### src/sar_pkg.sv
/*
  Shared constants and carrier types for the successive-approximation
  conversion control.
  Assumes a single 200 MHz clock and synchronous active-low reset.
*/
package sar_pkg;

  localparam int unsigned RES_BITS = 16;
  localparam int unsigned CLK_MHZ = 200;

  // Shortest conversion period at the top throughput, in ns
  localparam int unsigned MIN_PERIOD_NS = 2000;
  localparam int unsigned MIN_PERIOD_CYC = MIN_PERIOD_NS * CLK_MHZ / 1000;

  // Conversion clock: one enable pulse every CONV_DIV system cycles
  localparam int unsigned CONV_DIV = 4;
  localparam int unsigned DIV_W = 2;

  // Settling steps after the ground switches open
  localparam int unsigned SETTLE_STEPS = 1;

  localparam logic [15:0] CODE_ZERO = 16'h0000;
  localparam logic [15:0] CODE_MID = 16'h8000;
  localparam logic [15:0] CODE_FULL = 16'hFFFF;

  typedef enum logic [2:0] {
    ST_ACQUIRE,
    ST_OPEN_GND,
    ST_TO_GROUND,
    ST_TRIAL,
    ST_DONE
  } conv_state_type;

  // Analog switch controls toward the capacitor arrays
  typedef struct packed {
    logic pos_gnd_sw;
    logic neg_gnd_sw;
    logic arrays_to_input;
    logic arrays_to_ground;
    logic [15:0] dac_bits;
    logic powered;
  } switch_ctrl_type;

endpackage
### src/conv_clock_div.sv
/*
  Divider that produces the internal conversion clock as an enable pulse.
  Assumes the pulse only runs while the converter is powered.
*/
`timescale 1ns/1ps
`default_nettype none
module conv_clock_div (
  input wire logic clk_i,
  input wire logic nrst_i,
  input wire logic run_i,
  output logic tick_o
);

  logic [sar_pkg::DIV_W-1:0] cnt_r;
  wire last_w = (cnt_r == sar_pkg::DIV_W'(sar_pkg::CONV_DIV - 1));

  always_ff @(posedge clk_i) begin
    if (!nrst_i || !run_i) begin
      cnt_r <= '0;
    end else begin
      cnt_r <= last_w ? '0 : cnt_r + 1'b1;
    end
  end

  assign tick_o = run_i && last_w;

endmodule
`default_nettype wire

### src/sar_conversion_control.sv
/*
  Control logic of a 16-bit successive-approximation converter: start
  on convert edge, switch sequencing, bitwise trials, result and done.
  Assumes the comparator output is synchronous and settled on each
  conversion tick; convert_start comes from a logic host.
*/
// Contract
// Host raises convert_start after acquisition; rising edge begins conversion.
// Open both comparator ground switches, then move arrays to ground.
// Sixteen binary-weighted trials from MSB, keep bit per comparator decision.
// After trials, return to acquisition, present code, pulse done.
// Steps are timed by internal conversion clock, not the serial clock.
// Presented result belongs to the conversion just finished.
// Back-to-back conversions reach 500 kSPS.
// Conversion circuitry powers down by itself between conversions.
// Output is 16-bit straight binary.
// Over-range input saturates at all ones, never wraps.
// Under-range input saturates at all zeros.
// Convert edges during a conversion are ignored.
`timescale 1ns/1ps
`default_nettype none
module sar_conversion_control (
  input wire logic clk_i,
  input wire logic nrst_i,
  input wire logic convert_start_i,
  input wire logic comp_high_i,
  output sar_pkg::switch_ctrl_type sw_o,
  output logic [15:0] result_o,
  output logic done_o,
  output logic busy_o
);

  sar_pkg::conv_state_type state_r, state_nxt;
  logic cnv_d_r;
  logic [15:0] trial_r, trial_nxt;
  logic [15:0] mask_r, mask_nxt;
  logic [15:0] result_r;
  logic done_r;
  logic tick_w;

  wire start_w = convert_start_i && !cnv_d_r;
  wire idle_w = (state_r == sar_pkg::ST_ACQUIRE);
  wire run_w = !idle_w;
  wire last_trial_w = mask_r[0];

  // Keep trial bit when the comparator says the array still undershoots
  function automatic logic [15:0] decide(input logic [15:0] t,
                                         input logic [15:0] m,
                                         input logic hi);
    decide = hi ? t : (t & ~m);
  endfunction

  conv_clock_div i_conv_clock_div (
    .clk_i(clk_i),
    .nrst_i(nrst_i),
    .run_i(run_w),
    .tick_o(tick_w)
  );

  always_comb begin
    state_nxt = state_r;
    trial_nxt = trial_r;
    mask_nxt = mask_r;
    case (state_r)
      sar_pkg::ST_ACQUIRE: begin
        if (start_w) begin
          state_nxt = sar_pkg::ST_OPEN_GND;
        end
      end
      sar_pkg::ST_OPEN_GND: begin
        if (tick_w) begin
          state_nxt = sar_pkg::ST_TO_GROUND;
        end
      end
      sar_pkg::ST_TO_GROUND: begin
        if (tick_w) begin
          state_nxt = sar_pkg::ST_TRIAL;
          trial_nxt = sar_pkg::CODE_MID;
          mask_nxt = sar_pkg::CODE_MID;
        end
      end
      sar_pkg::ST_TRIAL: begin
        if (tick_w) begin
          trial_nxt = decide(trial_r, mask_r, comp_high_i);
          mask_nxt = mask_r >> 1;
          trial_nxt = trial_nxt | (mask_r >> 1);
          if (last_trial_w) begin
            state_nxt = sar_pkg::ST_DONE;
          end
        end
      end
      sar_pkg::ST_DONE: begin
        state_nxt = sar_pkg::ST_ACQUIRE;
      end
      default: begin
        state_nxt = sar_pkg::ST_ACQUIRE;
      end
    endcase
  end

  // Over-range keeps every trial bit and under-range clears every bit,
  // so saturation falls out of the search without wrap
  always_ff @(posedge clk_i) begin
    if (!nrst_i) begin
      state_r <= sar_pkg::ST_ACQUIRE;
      cnv_d_r <= 1'b0;
      trial_r <= sar_pkg::CODE_ZERO;
      mask_r <= sar_pkg::CODE_ZERO;
      result_r <= sar_pkg::CODE_ZERO;
      done_r <= 1'b0;
    end else begin
      state_r <= state_nxt;
      cnv_d_r <= convert_start_i;
      trial_r <= trial_nxt;
      mask_r <= mask_nxt;
      done_r <= (state_r == sar_pkg::ST_DONE);
      if (state_r == sar_pkg::ST_DONE) begin
        result_r <= trial_r;
      end
    end
  end

  // Switch controls follow the phase; idle closes both ground switches and puts the arrays on the input
  assign sw_o.pos_gnd_sw = idle_w;
  assign sw_o.neg_gnd_sw = idle_w;
  assign sw_o.arrays_to_input = idle_w || state_r == sar_pkg::ST_OPEN_GND;
  assign sw_o.arrays_to_ground = !sw_o.arrays_to_input;
  assign sw_o.dac_bits = (state_r == sar_pkg::ST_TRIAL) ? trial_r : '0;
  assign sw_o.powered = run_w;
  assign result_o = result_r;
  assign done_o = done_r;
  assign busy_o = run_w;

  AST_START_TAKEN: assert property (@(posedge clk_i) disable iff (!nrst_i)
    idle_w && start_w |=> state_r == sar_pkg::ST_OPEN_GND)
    else $error("convert edge not taken");

  AST_GND_BEFORE_ARRAYS: assert property (@(posedge clk_i)
    disable iff (!nrst_i)
    state_r == sar_pkg::ST_OPEN_GND |-> !sw_o.pos_gnd_sw && !sw_o.neg_gnd_sw
      && sw_o.arrays_to_input)
    else $error("arrays moved before ground switches opened");

  AST_MSB_FIRST: assert property (@(posedge clk_i) disable iff (!nrst_i)
    $rose(state_r == sar_pkg::ST_TRIAL) |-> mask_r == sar_pkg::CODE_MID)
    else $error("first trial is not the MSB");

  AST_DONE_RETURN: assert property (@(posedge clk_i) disable iff (!nrst_i)
    done_o |-> idle_w && $past(state_r) == sar_pkg::ST_DONE)
    else $error("done without return to acquisition");

  AST_CONV_TIME: assert property (@(posedge clk_i) disable iff (!nrst_i)
    $rose(busy_o) |-> ##[1:80] done_o)
    else $error("conversion too slow for full throughput");

  AST_POWER_DOWN: assert property (@(posedge clk_i) disable iff (!nrst_i)
    done_o |-> !sw_o.powered && sw_o.dac_bits == 16'h0000)
    else $error("circuitry still powered after conversion");

  AST_SATURATE_HIGH: assert property (@(posedge clk_i)
    disable iff (!nrst_i)
    state_r == sar_pkg::ST_TRIAL && tick_w && comp_high_i && trial_r == 16'hFFFF
      && last_trial_w |=> trial_r == 16'hFFFF)
    else $error("over-range result wrapped");

  AST_RESULT_FRESH: assert property (@(posedge clk_i) disable iff (!nrst_i)
    done_o |-> result_o == $past(trial_r))
    else $error("result is not from this conversion");

  AST_IGNORE_RESTART: assert property (@(posedge clk_i)
    disable iff (!nrst_i)
    state_r == sar_pkg::ST_TRIAL && !tick_w |=> state_r == sar_pkg::ST_TRIAL)
    else $error("conversion disturbed");

  AST_NO_RESTART: assert property (@(posedge clk_i)
    disable iff (!nrst_i)
    start_w && (state_r == sar_pkg::ST_TO_GROUND
      || state_r == sar_pkg::ST_TRIAL) |=> busy_o
      && state_r != sar_pkg::ST_OPEN_GND)
    else $error("convert edge restarted a running conversion");

  AST_SIXTEEN_TRIALS: assert property (@(posedge clk_i)
    disable iff (!nrst_i)
    $rose(state_r == sar_pkg::ST_TRIAL) |-> ##64
      state_r == sar_pkg::ST_DONE)
    else $error("trial phase did not last sixteen ticks");

  AST_TRIAL_HOLD: assert property (@(posedge clk_i)
    disable iff (!nrst_i)
    state_r == sar_pkg::ST_TRIAL && !tick_w |=> $stable(trial_r)
      && $stable(mask_r))
    else $error("trial changed between conversion ticks");

  AST_KEEP_BIT: assert property (@(posedge clk_i)
    disable iff (!nrst_i)
    state_r == sar_pkg::ST_TRIAL && tick_w && comp_high_i
      |=> (trial_r & $past(mask_r)) != 16'h0000)
    else $error("kept trial bit was lost");

  AST_CLEAR_BIT: assert property (@(posedge clk_i)
    disable iff (!nrst_i)
    state_r == sar_pkg::ST_TRIAL && tick_w && !comp_high_i
      |=> (trial_r & $past(mask_r)) == 16'h0000)
    else $error("rejected trial bit was kept");

  AST_SATURATE_LOW: assert property (@(posedge clk_i)
    disable iff (!nrst_i)
    state_r == sar_pkg::ST_TRIAL && tick_w && !comp_high_i
      && trial_r == 16'h0001 && last_trial_w |=> trial_r == 16'h0000)
    else $error("under-range result did not clear");

  AST_IDLE_SWITCHES: assert property (@(posedge clk_i)
    disable iff (!nrst_i)
    idle_w |-> sw_o.pos_gnd_sw && sw_o.neg_gnd_sw && !sw_o.arrays_to_ground
      && !sw_o.powered && sw_o.dac_bits == 16'h0000)
    else $error("switches not in acquisition setting while idle");

  AST_GND_OPEN_FIRST: assert property (@(posedge clk_i)
    disable iff (!nrst_i)
    $rose(sw_o.arrays_to_ground) |-> !$past(sw_o.pos_gnd_sw)
      && !$past(sw_o.neg_gnd_sw))
    else $error("arrays grounded before ground switches opened");

  AST_TICK_WHILE_RUN: assert property (@(posedge clk_i)
    disable iff (!nrst_i)
    tick_w |-> run_w)
    else $error("conversion tick while powered down");

  AST_DONE_PULSE: assert property (@(posedge clk_i)
    disable iff (!nrst_i)
    done_o |=> !done_o)
    else $error("done held longer than one cycle");

  AST_RESULT_HOLD: assert property (@(posedge clk_i)
    disable iff (!nrst_i)
    !done_o |-> $stable(result_o))
    else $error("result changed without a finished conversion");

endmodule
`default_nettype wire

### config.mk
export PLATFORM = sky130hd
export DESIGN_NAME = sar_conversion_control
export DESIGN_NICKNAME = d
export VERILOG_FILES = /design/src/sar_pkg.sv /design/src/conv_clock_div.sv /design/src/sar_conversion_control.sv
export SDC_FILE = /design/constraint.sdc
export NUM_CORES = 1
export LEC_CHECK = 0
export ABC_AREA = 1
export ABC_CLOCK_PERIOD_IN_PS = 1500
export BUFFER_PORTS_ARGS = -buffer_cell sky130_fd_sc_hd__clkbuf_2
export CAP_MARGIN = 40
export CORE_ASPECT_RATIO = 1.2
export CORE_MARGIN = 2
export CORE_UTILIZATION = 40
export DETAILED_ROUTE_END_ITERATION = 16
export SKIP_CTS_REPAIR_TIMING = 1
export SLEW_MARGIN = 20
export SYNTH_ARGS = -nofsm -noshare
export SYNTH_HDL_FRONTEND = slang
export SYNTH_SLANG_ARGS = --single-unit
### constraint.sdc
create_clock -name clk_i -period 1.5 [get_ports clk_i]
set_clock_uncertainty 0.15 [all_clocks]
set_input_delay 0.45 -clock clk_i [delete_from_list [all_inputs] [get_ports clk_i]]
set_output_delay 0.45 -clock clk_i [all_outputs]
set_load 0.05 [all_outputs]
==> metrics.md <==
| Metric | Value |
|---|---|
| Final non-filler cell total | 503 |
| R2R setup slack | -0.09 ns |
| Global-route wire length before repair | 9570 µm |
| Synthesized area per cell | 6.774 µm² |
| Mapped Cells | 360 |
| Status | complete, but fails checks |
| Vias post-DR | 2315 |
| CP arrival | 1.34 ns |
| Failing checks | negative setup slack |
| Clock Tree Buf Depth | 2 |
| Final HPWL DP | 3957 µm |
| Worst slack, placed | -0.2251 ns |
| Wire per inst | 11.89 µm |
| Yosys cell types | 20 |
| First-pass DRT Iterations | 4 |
| DP Cell Count | 485 |
| Setup TNS | -9.987 ns |
| Clk root buf | clkbuf_8 |
| Leakage power total | 1.490 nW |
| Largest net degree at the start of global routing | 19 |
| Slew headroom | 0.7776 |
| Overall power | 3.894 mW |
| Die area | 0.006739 mm² |
| H-Tree Level Count | 2 |
| RSZ-0062 raised after global routing | true |
| Final cell area excluding filler cells | 0.003518 mm² |
| Post-synthesis register bit count | 55 |
| WP data required | 0.90 ns |
| CTS tree | built |
| Syn. warnings | 0 |
| Antenna diodes | 0 |
| DR DRC count | 0 |
| Initial antenna violation count | 0 |
| Crit Path Max Fanout | 12 |
| Setup violations, final | 52 |
| Initial DRC count | 111 |
| Routed wire length | 5983 µm |
| IO Pins | 43 |
| Achievable Freq | 514.5 MHz |
| I/O Buffers | 42 |
| Remaining Overflow, GRT | 0 |
| Reg clk slew, reported paths | 0.10 ns |
| Min Clock Period, post-route | 1.944 ns |
| Final #Nets | 425 |
| Synth-to-Final Area Change | 44.28% |
| Initial Utilization | 0.4083 |
| Gpl congestion | 0.7970 |
| Number of global-route vias before repair | 2113 |
| Critical path type | register to output port |
| CP startpoint kind | register |
| Final Max Slew Viols | 0 |
| Dpl cell area | 0.003112 mm² |
| Crit path capture type | output port |
| Hold_ws | 0.1907 ns |
| Final Hold Fails | 0 |
| DR vias/cell | 4.602 |
| ANT nets after route | 0 |
| Core area | 0.005973 mm² |
| Num rows | 31 |
| Final Util | 0.5890 |
| Tightest Hold Check Type | input port to register |
| Fillers | 579 |
| Worst-Margin Slew | 0.3331 ns |
| CTS Buf Count | 5 |
| Worst vdd ir | 0.8975 mV |
| Post-synthesis sequential area ratio | 0.4515 |
| GRT met3 Usage | 0.03157 |
| Netlist Area Pre-Place | 0.002439 mm² |
| Post-synth net total | 365 |
| Cell Pwr Density | 1107 mW/mm² |
| Ratio of cells with drive above 1 in the final layout | 0.3135 |
| Clk sinks | 55 |
| Aggregate global-route resource usage | 0.1851 |
| Worst skew pair latency | 0.30 ns |
| Die Ht | 89.53 µm |
| Met2 Usage GRT | 0.3046 |
| Max-Cap Viols | 0 |
| Met1 usage | 0.2408 |
| Tcrit/Tclk final | 1.296 |
| GR peak layer | met2 |
| Setup slack after layout | -0.4436 ns |
| Die Span X | 75.28 µm |
state kept, by name (all words and copies together) (netlist names):
| signal | flops |
|---|---|
| mask_r | 16 |
| result_o | 16 |
| trial_r | 16 |
| state_r | 3 |
| i_conv_clock_div.cnt_r | 2 |
| cnv_d_r | 1 |
| done_o | 1 |
metal layers:
layer	up-vias	part of all wire
li1	1222	-
met1	1044	0.45
met2	43	0.49
met3	6	0.041
met4	0	0.015
met5	-	0
cells in the final DEF, fill, tap and decap left out, types with 3 or more instances in the layout:
cell type,count
a21oi_1,19
clkbuf_8,5
buf_4,31
o21ai_0,16
clkbuf_2,3
clkinv_2,3
nand2_4,3
buf_12,15
clkbuf_4,3
inv_1,11
nand2_2,15
buf_6,9
nor2_4,6
clkinvlp_4,14
buf_8,9
dfxtp_1,52
nand3_1,18
nand2_1,86
nor2_1,82
final cells by class:
type | count | area, µm² | area share
clock buffer | 5 | 68.82 | 0.01956
clock inverter | 3 | 15.01 | 0.004267
inverter | 31 | 191.4 | 0.05441
multi-input combinational | 254 | 1171 | 0.3329
sequential | 55 | 1107 | 0.3147
tap | 82 | 102.6 | 0.02916
timing repair buffer | 73 | 862.1 | 0.2450
path summary, 6_finish.rpt:
path              cells after the start                                 start                                    to
setup / recovery                      6               state_r[1]$_SDFFE_PN0P_                              sw_o[15]
hold / removal                        3                       convert_start_i                    cnv_d_r$_SDFF_PN0_
setup reg to reg                      8               state_r[2]$_SDFFE_PN0P_                mask_r[0]$_SDFFE_PN0P_
hold reg to reg                       1  i_conv_clock_div.cnt_r[0]$_SDFF_PP0_  i_conv_clock_div.cnt_r[0]$_SDFF_PP0_
worst max-delay path, cell delays in order (launching register included):
cell	delay [ns]
dfxtp_4	0.37
nand2_4	0.06
nor2_4	0.14
buf_12	0.16
nand2_2	0.08
clkinvlp_4	0.09
buf_12	0.13
kinds of logic after synthesis:
| logic type | share of synthesized area |
|---|---|
| AOI/OAI and AO/OA | 0.07593 |
| and+or+nand+nor | 0.3648 |
| buffers and inverters | 0.1026 |
| DFF | 0.4515 |
| adders and majority gates | 0.005130 |
where the power goes:
part,leakage [nW],internal (mW),switching (mW)
Combinational,0.997,0.598,0.931
Clock,0.0477,0.321,0.471
Sequential,0.445,1.53,0.0429
Total,1.49,2.45,1.45
synthesized netlist by cell type:
| master | number | area, µm² |
|---|---|---|
| nand2_1 | 96 | 360.4 |
| nor2_1 | 86 | 322.8 |
| dfxtp_1 | 55 | 1101 |
| inv_1 | 27 | 101.4 |
| nand3_1 | 20 | 100.1 |
| a21oi_1 | 19 | 95.09 |
| o21ai_0 | 17 | 85.08 |
| nand2_2 | 8 | 50.05 |
| clkbuf_1 | 7 | 26.28 |
| buf_4 | 6 | 45.04 |
| buf_6 | 4 | 45.04 |
| buf_2 | 3 | 15.01 |
| inv_2 | 3 | 11.26 |
| nor2_4 | 2 | 22.52 |
| nor3_1 | 2 | 10.01 |
| ha_1 | 1 | 12.51 |
| inv_4 | 1 | 6.260 |
| nand3_4 | 1 | 17.52 |
| nand4_1 | 1 | 6.260 |
| o21ai_1 | 1 | 5.000 |
Note: power is estimated with default switching activity, not from simulation.
